--- config.mk ---
export PLATFORM = sky130hd
export DESIGN_NAME = serial_master
export DESIGN_NICKNAME = d
export VERILOG_FILES = /design/src/core/sm_pkg.sv /design/src/core/shift_if.sv /design/src/core/serial_master.sv /design/src/core/clk_gen.sv /design/src/core/shift_reg.sv
export VERILOG_INCLUDE_DIRS = /design/src /design/src/core
export SDC_FILE = /design/constraint.sdc
export NUM_CORES = 1
export LEC_CHECK = 0
export BUFFER_PORTS_ARGS = -buffer_cell sky130_fd_sc_hd__buf_4
export CORE_MARGIN = 2
export CORE_UTILIZATION = 60
export CTS_BUF_LIST = sky130_fd_sc_hd__clkbuf_2 sky130_fd_sc_hd__clkbuf_4 sky130_fd_sc_hd__clkbuf_8
export DETAILED_ROUTE_END_ITERATION = 10
export GPL_TIMING_DRIVEN = 1
export PLACE_DENSITY = 0.8
export RECOVER_POWER = 50
export SLEW_MARGIN = 5
export SYNTH_ARGS = -nofsm -noshare
export SYNTH_HDL_FRONTEND = slang
export SYNTH_SLANG_ARGS = --single-unit
export TNS_END_PERCENT = 20
--- constraint.sdc ---
create_clock -name CLK_I -period 6.2 [get_ports CLK_I]
set_input_delay 1.24 -clock CLK_I [delete_from_list [all_inputs] [get_ports CLK_I]]
set_output_delay 1.24 -clock CLK_I [all_outputs]
set_load 0.01 [all_outputs]
--- src/core/sm_defs.svh ---
// field positions and codes of the serial master control ports
// Function
// - three-wire transfer starts only with a queued control word and an enabled slave
// - control frame always goes from master; direction picks who sends data
// - master-transmit three-wire transfer ends when transmit queue is empty
// - nonsequential receive ends on empty transmit queue after the data frame
// - sequential receive ends when received frames equal frame count plus one
// - with handshake, busy clears only after slave reports ready
// - with handshake, next control frame waits for slave ready
// - transfer starts on one queued word once a slave is enabled
// - busy returns to zero when the transfer completes
// - clock polarity selects serial clock idle level
// - both ends use the same clock phase and polarity
// - data frame length programmable from 4 bits to the maximum size
// - phase 0: first bit driven before the first clock edge
// - phase 0 with toggle: select pulses high between frames, clock idle
// - phase 1: data driven on leading edge, captured on trailing edge
// - phase 1: frames back to back with select held active
// - mode field bits 9:8; code 00 transmits and keeps all received frames
// - mode 01 transmits and discards received bits
// - mode 10 pops one dummy word, holds transmit line constant, receives
// - mode 11 sends opcode and address uncaptured, then keeps read data
// - protocol control bit 0 sequential, bit 1 direction, bit 2 handshake
`ifndef SM_DEFS_SVH
`define SM_DEFS_SVH
`define CR0_DFS_LSB 0
`define CR0_FRF_LSB 5
`define CR0_PHASE_BIT 7
`define CR0_MODE_LSB 8
`define CR0_POL_BIT 10
`define CR0_TOGGLE_BIT 11
`define CR0_CLEN_LSB 12
`define PCR_SEQ_BIT 0
`define PCR_DIR_BIT 1
`define PCR_HSK_BIT 2
`define FRF_3WIRE 2'h2
`define MODE_TXRX 2'h0
`define MODE_TXONLY 2'h1
`define MODE_RXONLY 2'h2
`define MODE_MEMREAD 2'h3
`define DATA_MIN_M1 5'h03
`define CTRL_MIN_M1 5'h00
`endif

--- src/core/sm_pkg.sv ---
// types shared by the serial master modules
package sm_pkg;
  typedef enum logic [2:0] {ST_IDLE, ST_SETUP, ST_SHIFT, ST_GAP, ST_POLL} state_type;
  typedef enum logic {FR_CTRL, FR_DATA} frame_type;
  typedef enum logic [1:0] {ACT_END, ACT_POP, ACT_RX} act_type;
endpackage

--- src/core/shift_if.sv ---
// link between the frame sequencer and the shift register
`timescale 1ns/1ps
interface shift_if #(parameter int W = 32);
  logic load;
  logic [W-1:0] load_word;
  logic [$clog2(W)-1:0] bits_m1;
  logic advance;
  logic capture;
  logic in_bit;
  logic out_bit;
  logic last;
  logic [W-1:0] rx_word;
  modport engine (output load, load_word, bits_m1, advance, capture, in_bit,
                  input out_bit, last, rx_word);
  modport shifter (input load, load_word, bits_m1, advance, capture, in_bit,
                   output out_bit, last, rx_word);
endinterface

--- src/core/serial_master.sv ---
// serial master: frame sequencer, pin timing and assertions
`timescale 1ns/1ps
`include "sm_defs.svh"
module serial_master
  import sm_pkg::*;
#(
  parameter int max_frame_size_param = 32,
  parameter int SLAVE_COUNT = 1
) (
  input wire logic CLK_I,
  input wire logic RESETN_I,
  input wire logic BLOCK_ENABLE_I,
  input wire logic [SLAVE_COUNT-1:0] SLAVE_SELECT_ENABLE_I,
  input wire logic [15:0] CONTROL_REG_0_I,
  input wire logic [2:0] PROTOCOL_CONTROL_I,
  input wire logic [15:0] FRAME_COUNT_I,
  input wire logic [15:0] CLOCK_DIVIDER_I,
  input wire logic TX_VALID_I,
  input wire logic [max_frame_size_param-1:0] TX_DATA_I,
  output logic TX_POP_O,
  output logic RX_PUSH_O,
  output logic [max_frame_size_param-1:0] RX_DATA_O,
  output logic BUSY_O,
  output logic SCLK_O,
  output logic [SLAVE_COUNT-1:0] SS_N_O,
  output logic TXD_O,
  input wire logic RXD_I
);
  localparam int LW = $clog2(max_frame_size_param);

  // ==========================================================
  // configuration decode
  function automatic logic [LW-1:0] fit_len(input logic [4:0] v, input logic [4:0] lo);
    logic [4:0] t;
    t = (v < lo) ? lo : v;
    fit_len = (int'(t) > max_frame_size_param - 1) ? LW'(max_frame_size_param - 1) : LW'(t);
  endfunction

  wire three_wire = (CONTROL_REG_0_I[`CR0_FRF_LSB +: 2] == `FRF_3WIRE);
  wire [1:0] transfer_mode = CONTROL_REG_0_I[`CR0_MODE_LSB +: 2];
  wire cpol = CONTROL_REG_0_I[`CR0_POL_BIT];
  // three-wire frames always drive at bit start and sample mid-bit
  wire cpha = CONTROL_REG_0_I[`CR0_PHASE_BIT] && !three_wire;
  wire toggle = CONTROL_REG_0_I[`CR0_TOGGLE_BIT];
  wire seq_mode = PROTOCOL_CONTROL_I[`PCR_SEQ_BIT];
  wire dir_tx = PROTOCOL_CONTROL_I[`PCR_DIR_BIT];
  wire hsk_en = PROTOCOL_CONTROL_I[`PCR_HSK_BIT];
  wire [LW-1:0] dfs_m1 = fit_len(CONTROL_REG_0_I[`CR0_DFS_LSB +: 5], `DATA_MIN_M1);
  wire [LW-1:0] ctl_len_m1 = fit_len({1'b0, CONTROL_REG_0_I[`CR0_CLEN_LSB +: 4]}, `CTRL_MIN_M1);
  // select pulse between frames only for phase 0
  wire gap_mode = !three_wire && !cpha && toggle;

  // ==========================================================
  // state
  state_type state_r, state_nxt;
  frame_type frame_r, new_fr, dec_fr, pfr_r, first_fr;
  act_type take, dec_act, pend_r;
  logic half_r, half_nxt;
  logic keep_r, new_keep, dec_keep, pkeep_r, first_keep;
  logic hold_r, take_en, go_poll, tick;
  logic [16:0] rx_cnt_r;
  logic ss_act_r, sclk_r, txd_r, push_r, busy_r;
  logic [max_frame_size_param-1:0] rx_data_r;
  logic rxd_m1_r, rxd_m2_r, rxd_m3_r, rxd_s_r;
  shift_if #(.W(max_frame_size_param)) sh ();

  // ==========================================================
  // receive pin synchroniser; a change counts once stages 2 and 3 agree
  always_ff @(posedge CLK_I or negedge RESETN_I) begin
    if (!RESETN_I) begin
      rxd_m1_r <= 1'b0;
      rxd_m2_r <= 1'b0;
      rxd_m3_r <= 1'b0;
      rxd_s_r <= 1'b0;
    end else begin
      rxd_m1_r <= RXD_I;
      rxd_m2_r <= rxd_m1_r;
      rxd_m3_r <= rxd_m2_r;
      if (rxd_m2_r == rxd_m3_r) begin
        rxd_s_r <= rxd_m3_r;
      end
    end
  end

  clk_gen clk_gen_i (
    .clk_i(CLK_I),
    .resetn_i(RESETN_I),
    .run_i(state_r != ST_IDLE),
    .div_i(CLOCK_DIVIDER_I),
    .tick_o(tick)
  );

  shift_reg #(.W(max_frame_size_param)) shift_reg_i (
    .clk_i(CLK_I),
    .resetn_i(RESETN_I),
    .sh(sh)
  );

  // ==========================================================
  // start conditions and first frame
  // queued word plus enabled slave
  wire start_ok = BLOCK_ENABLE_I && (|SLAVE_SELECT_ENABLE_I) && TX_VALID_I;
  wire frame_end = (state_r == ST_SHIFT) && tick && half_r && sh.last;
  wire [16:0] rx_cnt_nxt = rx_cnt_r + {16'h0000, keep_r};
  // sequential stop at frame count plus one
  wire cnt_hit = (rx_cnt_nxt == {1'b0, FRAME_COUNT_I} + 17'h00001);

  // mode 00 keeps, mode 01 discards, memory read starts uncaptured
  assign first_fr = (three_wire || transfer_mode == `MODE_MEMREAD) ? FR_CTRL : FR_DATA;
  assign first_keep = !three_wire
      && (transfer_mode == `MODE_TXRX || transfer_mode == `MODE_RXONLY);

  // ==========================================================
  // decision at the end of each frame
  always_comb begin
    dec_act = ACT_END;
    dec_fr = FR_DATA;
    dec_keep = 1'b0;
    go_poll = 1'b0;
    if (three_wire) begin
      if (frame_r == FR_CTRL) begin
        // direction only picks who sends the data frame
        dec_keep = !dir_tx;
        dec_act = dir_tx ? (TX_VALID_I ? ACT_POP : ACT_END) : ACT_RX;
      end else if (!dir_tx && seq_mode) begin
        dec_keep = 1'b1;
        dec_act = cnt_hit ? ACT_END : ACT_RX;
      end else begin
        // next control word or stop on empty queue
        dec_fr = FR_CTRL;
        dec_act = TX_VALID_I ? ACT_POP : ACT_END;
        // with handshake, poll slave after every transmitted data frame
        go_poll = dir_tx && hsk_en;
      end
    end else begin
      case (transfer_mode)
        `MODE_TXRX, `MODE_TXONLY: begin
          dec_keep = (transfer_mode == `MODE_TXRX);
          dec_act = TX_VALID_I ? ACT_POP : ACT_END;
        end
        `MODE_RXONLY: begin
          dec_keep = 1'b1;
          dec_act = cnt_hit ? ACT_END : ACT_RX;
        end
        default: begin
          // opcode and address first, then read data
          if (frame_r == FR_CTRL && TX_VALID_I) begin
            dec_fr = FR_CTRL;
            dec_act = ACT_POP;
          end else begin
            dec_keep = 1'b1;
            dec_act = cnt_hit ? ACT_END : ACT_RX;
          end
        end
      endcase
    end
  end

  // ==========================================================
  // sequencer next state
  always_comb begin
    state_nxt = state_r;
    half_nxt = half_r;
    take = ACT_END;
    take_en = 1'b0;
    new_fr = dec_fr;
    new_keep = dec_keep;
    sh.capture = 1'b0;
    sh.advance = 1'b0;
    case (state_r)
      ST_IDLE: begin
        // start as soon as one word and a slave are present
        if (start_ok) begin
          take = ACT_POP;
          take_en = 1'b1;
          new_fr = first_fr;
          new_keep = first_keep;
        end
      end
      ST_SETUP: begin
        if (tick) begin
          state_nxt = ST_SHIFT;
          half_nxt = 1'b0;
        end
      end
      ST_SHIFT: begin
        if (tick) begin
          if (!half_r) begin
            half_nxt = 1'b1;
            sh.capture = 1'b1;
          end else if (!sh.last) begin
            half_nxt = 1'b0;
            sh.advance = 1'b1;
          end else if (go_poll) begin
            state_nxt = ST_POLL;
          end else begin
            take = dec_act;
            take_en = 1'b1;
          end
        end
      end
      ST_GAP: begin
        if (tick) begin
          state_nxt = ST_SETUP;
        end
      end
      ST_POLL: begin
        // nothing more is sent until the slave reads ready
        if (tick && rxd_s_r) begin
          take = pend_r;
          take_en = 1'b1;
          new_fr = pfr_r;
          new_keep = pkeep_r;
        end
      end
      default: state_nxt = ST_IDLE;
    endcase
    if (take_en) begin
      // back to back unless a select pulse is wanted
      if (take == ACT_END) begin
        state_nxt = ST_IDLE;
      end else if (state_r == ST_IDLE) begin
        state_nxt = ST_SETUP;
      end else if (gap_mode) begin
        state_nxt = ST_GAP;
      end else begin
        state_nxt = ST_SHIFT;
        half_nxt = 1'b0;
      end
    end
    if (!BLOCK_ENABLE_I) begin
      state_nxt = ST_IDLE;
    end
  end

  // shifter loading; a receive frame shifts zeros out
  assign TX_POP_O = take_en && (take == ACT_POP) && BLOCK_ENABLE_I;
  assign sh.load = take_en && (take != ACT_END);
  assign sh.load_word = (take == ACT_POP) ? TX_DATA_I : '0;
  assign sh.bits_m1 = (three_wire && new_fr == FR_CTRL) ? ctl_len_m1 : dfs_m1;
  assign sh.in_bit = rxd_s_r;

  // ==========================================================
  // sequencer registers
  always_ff @(posedge CLK_I or negedge RESETN_I) begin
    if (!RESETN_I) begin
      state_r <= ST_IDLE;
      half_r <= 1'b0;
      frame_r <= FR_CTRL;
      keep_r <= 1'b0;
      pend_r <= ACT_END;
      pfr_r <= FR_CTRL;
      pkeep_r <= 1'b0;
    end else begin
      state_r <= state_nxt;
      half_r <= half_nxt;
      if (sh.load) begin
        frame_r <= new_fr;
        keep_r <= new_keep;
      end
      if (state_r == ST_SHIFT && state_nxt == ST_POLL) begin
        pend_r <= dec_act;
        pfr_r <= dec_fr;
        pkeep_r <= dec_keep;
      end
    end
  end

  // receive count, dummy hold and received data
  always_ff @(posedge CLK_I or negedge RESETN_I) begin
    if (!RESETN_I) begin
      rx_cnt_r <= 17'h00000;
      hold_r <= 1'b0;
      push_r <= 1'b0;
      rx_data_r <= '0;
    end else begin
      push_r <= frame_end && keep_r;
      if (state_r == ST_IDLE) begin
        rx_cnt_r <= 17'h00000;
        // transmit line held low through a receive-only transfer
        hold_r <= !three_wire && (transfer_mode == `MODE_RXONLY);
      end else if (frame_end) begin
        rx_cnt_r <= rx_cnt_nxt;
      end
      if (frame_end && keep_r) begin
        rx_data_r <= sh.rx_word;
      end
    end
  end

  // ==========================================================
  // pin timing: drive at bit start, sample mid-bit
  always_ff @(posedge CLK_I or negedge RESETN_I) begin
    if (!RESETN_I) begin
      ss_act_r <= 1'b0;
      sclk_r <= 1'b0;
      txd_r <= 1'b0;
      busy_r <= 1'b0;
    end else begin
      ss_act_r <= (state_nxt != ST_IDLE) && (state_nxt != ST_GAP);
      // idle level from polarity, phase sets which half is active
      sclk_r <= cpol ^ ((state_nxt == ST_SHIFT) && (cpha ? !half_nxt : half_nxt));
      txd_r <= hold_r ? 1'b0 : sh.out_bit;
      // busy from first frame until the end condition
      busy_r <= (state_nxt != ST_IDLE);
    end
  end

  assign SCLK_O = sclk_r;
  assign TXD_O = txd_r;
  assign SS_N_O = ~({SLAVE_COUNT{ss_act_r}} & SLAVE_SELECT_ENABLE_I);
  assign RX_PUSH_O = push_r;
  assign RX_DATA_O = rx_data_r;
  assign BUSY_O = busy_r;
endmodule

--- src/core/clk_gen.sv ---
// half-period tick generator for the serial clock
`timescale 1ns/1ps
module clk_gen (
  input wire logic clk_i,
  input wire logic resetn_i,
  input wire logic run_i,
  input wire logic [15:0] div_i,
  output logic tick_o
);
  logic [14:0] cnt_r;
  wire [14:0] half;

  // odd divider rounds down; zero or one still gives a one-cycle half
  assign half = (div_i[15:1] == 15'h0000) ? 15'h0001 : div_i[15:1];
  assign tick_o = run_i && (cnt_r == half - 15'h0001);

  always_ff @(posedge clk_i or negedge resetn_i) begin
    if (!resetn_i) begin
      cnt_r <= 15'h0000;
    end else if (!run_i || tick_o) begin
      cnt_r <= 15'h0000;
    end else begin
      cnt_r <= cnt_r + 15'h0001;
    end
  end
endmodule

--- src/core/shift_reg.sv ---
// msb-first shift register with separate transmit and receive halves
`timescale 1ns/1ps
module shift_reg #(parameter int W = 32) (
  input wire logic clk_i,
  input wire logic resetn_i,
  shift_if.shifter sh
);
  logic [W-1:0] tx_r;
  logic [W-1:0] rx_r;
  localparam int CW = $clog2(W);
  logic [CW-1:0] cnt_r;

  // word is left-justified so the frame msb leaves first
  assign sh.out_bit = tx_r[W-1];
  assign sh.last = (cnt_r == '0);
  assign sh.rx_word = rx_r;

  always_ff @(posedge clk_i or negedge resetn_i) begin
    if (!resetn_i) begin
      tx_r <= '0;
      rx_r <= '0;
      cnt_r <= '0;
    end else if (sh.load) begin
      tx_r <= sh.load_word << (W - 1 - int'(sh.bits_m1));
      rx_r <= '0;
      cnt_r <= sh.bits_m1;
    end else begin
      if (sh.advance) begin
        tx_r <= {tx_r[W-2:0], 1'b0};
        cnt_r <= cnt_r - CW'(1);
      end
      if (sh.capture) begin
        rx_r <= {rx_r[W-2:0], sh.in_bit};
      end
    end
  end
endmodule

==> impl_metrics.toml <==
[synthesis]
synth.top_cell.area_share_pct = 35.9
avgSynthCellArea_sq_um = 8.06
synth_common_cells = "nand2_1 (292), dfrtp_1 (153), nor2_1 (106), nand3_1 (76), a21oi_1 (73)"
synth_seq_area_share_pct = 35.9
ys_seq_elements = 153
yosysMostFrequentCell = "nand2_1"
synth_area_leaders = "dfrtp_1 (36%), nand2_1 (10%), xnor2_1 (4.0%)"
synth_ff_type = "dfrtp_1"
async_flop_share_pct = 100
postSynthNetCount = 1419
syn_area_sq_um = 10700
yosys.area.top_type = "dfrtp_1"
yosysUniqueCellTypes = 82
yosysWarnings = 0
synthCells = 1324
synth_edf_count = 0

[place]
dp_slack_ns = -0.0715
gp_congestion = 1.04
placed_cells = 1684
port_buffers = 125
dp_hpwl_um = 24700

[run]
maxCapViolCount = 2

[cts]
cts_tree = "done"
ctsHoldBuffers = 0
htree_levels = 4
ctsRootBufferMaster = "clkbuf_8"
clkTransAtPathRegs_ns = 0.09
cts_made_buffers = 17
cts_sinks = 153
clock_latency_ns = 0.46
clockBufferDepth = 2

[drt]
first_iter_violations = 1166
ant_nets = 0
dr.pass1.iters = 6
avgRoutedWirePerCell_um = 19.2
drc = 0
wl_um = 32900
vias = 11100
vias_per_cell = 6.45

[pwr]
power_density_nw_per_um2 = 193
switching_power_mw = 0.790
power_leakage_nw = 5.43
p_seq_share_pct = 43.9
pwr-share-comb_pct = 21.9
internal_power_mw = 1.64
p_total_mw = 2.43
ir_worst_vdd_mv = 0.167
clkPwrFrac_pct = 34.2
switching_share_pct = 32.5

[layout]
finalNetCount = 1573
area_growth_syn_to_layout_pct = 17.8
layout-drive-gt1-share_pct = 17.3
n_antenna_cell = 0
instances_no_fill = 1716
fillCellCount = 1438

[global_routing]
grt_start_max_net_pins = 113
grt_pass1_wl_um = 52600
grt_usage_pct = 35.8
grt_pass1_vias = 9967
grt_overflow = 0
antenna_found_initial = 0

[sta]
finalSetupViolCount = 0
whs_ns = 0.404
setup_tns_ns = 0
fin_ws_ns = 0.235
rsz0062_at_grt = "false"
worstMarginPinSlew_ns = 2.76
fin_crit_ns = 5.96
finalHoldViolations = 0
slew_headroom_pct = -83.9
drv_slew = 156
finalClockSkew_ns = 0.0190
timing.fmax_ghz = 0.168
fin_crit_sh_pct = 96.2

[setup_path]
required_ns = 4.96
arrival_ns = 4.72
slowest_delay_ns = 0.63
crit_path_start_kind = "input pin"
cp-end-kind = "output port"
cp_max_fo = 6
crit_path_cell_trace = "buf_4 -> or4_1 -> nor3_2 -> a21oi_1 -> ha_1 -> or3b_2 -> o221ai_1 -> o21ai_0 -> nor2_1 -> or4_4 -> buf_4 -> nor4_1 -> o21ba_2 -> and2_1 -> buf_4"
cp_top_family = "simple AND/OR/NAND/NOR gates"
worst-path-stages = 15
crit_path_top_delay_cell = "or4_4"
r2r_cells = 13
cp_common_cell = "buf_4"
path_buf_inv = 3
worstSetupPathType = "input pin to output port"

[die]
top_level_ports = 127
initial_core_util_pct = 61.5
rows = 48
die_h_um = 137
coreArea_sq_um = 17400
die_w_um = 137
die-area_sq_um = 18900

[status]
violations = "max-capacitance violations, max-slew violations"
run_status = "complete, but fails checks"

[min_path]
holdPathStages = 0
min_path_type = "register to register"
-- power by group through the flow --
stage                     sequential [mW]  clock [mW]  combinational, mW
after floorplan                      1.08           0              0.299
after global placement               1.09           0              0.513
after detailed placement             1.09           0              0.521
after CTS                            1.07       0.844              0.522
after global routing                 1.07       0.881              0.573
final                                1.07       0.832              0.533
-- layer usage --
| metal | routed length, um | global-route usage (%) | share of wire, % |
|---|---|---|---|
| met3 | 2980 | 6.00 | 9.1 |
| met5 | 0 | 0 | 0 |
| met2 | 14900 | 56.3 | 45 |
| met1 | 13600 | 49.4 | 41 |
| met4 | 1480 | 14.4 | 4.5 |
-- state kept, by name, indices dropped and copies added (netlist names), 2 cells and up --
name	cells
RX_DATA_O	32
shift_reg_i.sh.rx_word	32
shift_reg_i.tx_r	32
rx_cnt_r	17
clk_gen_i.cnt_r	15
shift_reg_i.cnt_r	5
state_r	3
pend_r	2
-- worst reg2reg max path, cell delays in order, from the launching register on --
cell       delay, ns
dfrtp_1         0.43
xnor2_1         0.19
or4_1           0.43
a2111oi_2       0.37
nor2_1          0.14
or4_4           0.63
o31ai_4         0.36
buf_4           0.27
a21boi_0        0.13
buf_4           0.17
nor3_1          0.58
nand4_1         0.36
o211ai_1        0.39
a221o_1         0.16
-- through the flow --
| stage | cell area [sq um] | utilization (%) |
|---|---|---|
| 2_1_floorplan | 10700 | - |
| 3_3_place_gp | 12300 | 70.7 |
| 3_5_place_dp | 12300 | 70.7 |
| 4_1_cts | 12700 | 73.2 |
| 5_1_grt | 12600 | 72.5 |
| 6_report | 12600 | 72.5 |
-- worst paths after layout --
| path | from | to | slack (ns) |
|---|---|---|---|
| worst max-delay path | CLOCK_DIVIDER_I[1] | TX_POP_O | 0.24 |
| worst min-delay path | rxd_m1_r | rxd_m2_r | 0.40 |
| worst max register to register | clk_gen_i.cnt_r[12] | shift_reg_i.tx_r[29] | 1.53 |
| worst min register to register | rxd_m1_r | rxd_m2_r | 0.40 |
| max in group asynchronous | RESETN_I | shift_reg_i.tx_r[11] | 1.33 |
| min in group asynchronous | RESETN_I | rx_cnt_r[13] | 1.60 |
-- cell type report --
class                           instances  area, sq um  area share (%)
Tap cell                              225          282            2.24
Timing Repair Buffer                  212         1470            11.7
Clock buffer                           17          234            1.86
Inverter                               22         82.6           0.657
Multi-Input combinational cell       1072         6480            51.5
Sequential cell                       153         3830            30.4
Clock inverter                         15          200            1.59
-- cell usage in the layout (no fill, tap or decap), drive strengths merged, types with 9 or more instances in the layout --
cell type | Yosys | final
inv | 22 | 30
nand4 | 13 | 13
mux4 | 14 | 14
mux2i | 32 | 32
nand2b | 24 | 24
buf | 27 | 172
nor4 | 13 | 13
xnor2 | 49 | 49
nor3 | 23 | 23
a22oi | 17 | 17
xor2 | 24 | 24
clkbuf | 50 | 57
o22ai | 14 | 14
nor2b | 12 | 12
a211oi | 29 | 29
nand3 | 76 | 76
and4 | 9 | 9
nor2 | 109 | 109
o21ai | 72 | 72
or3 | 9 | 9
and2 | 10 | 10
nand2 | 292 | 292
and3 | 9 | 9
a31oi | 12 | 12
dfrtp | 153 | 153
a21oi | 74 | 74
-- cell families (layout without fill, tap and decap cells) --
kind of cell | Yosys count | after routing | synth area share, %
compound gates | 310 | 310 | 19.5
buf+inv | 99 | 266 | 3.84
simple gates | 630 | 630 | 27.3
xor+xnor | 73 | 73 | 5.99
mux | 52 | 52 | 6.69
fa+ha+maj | 7 | 7 | 0.797
flops | 153 | 153 | 35.9
-- what timing repair did --
action                                  4_1_cts  5_1_grt
setup buffers                                 0        0
endpoints found under the setup margin        1        1
resized for setup                             1        3
Note: power is estimated with default switching activity, not from simulation.
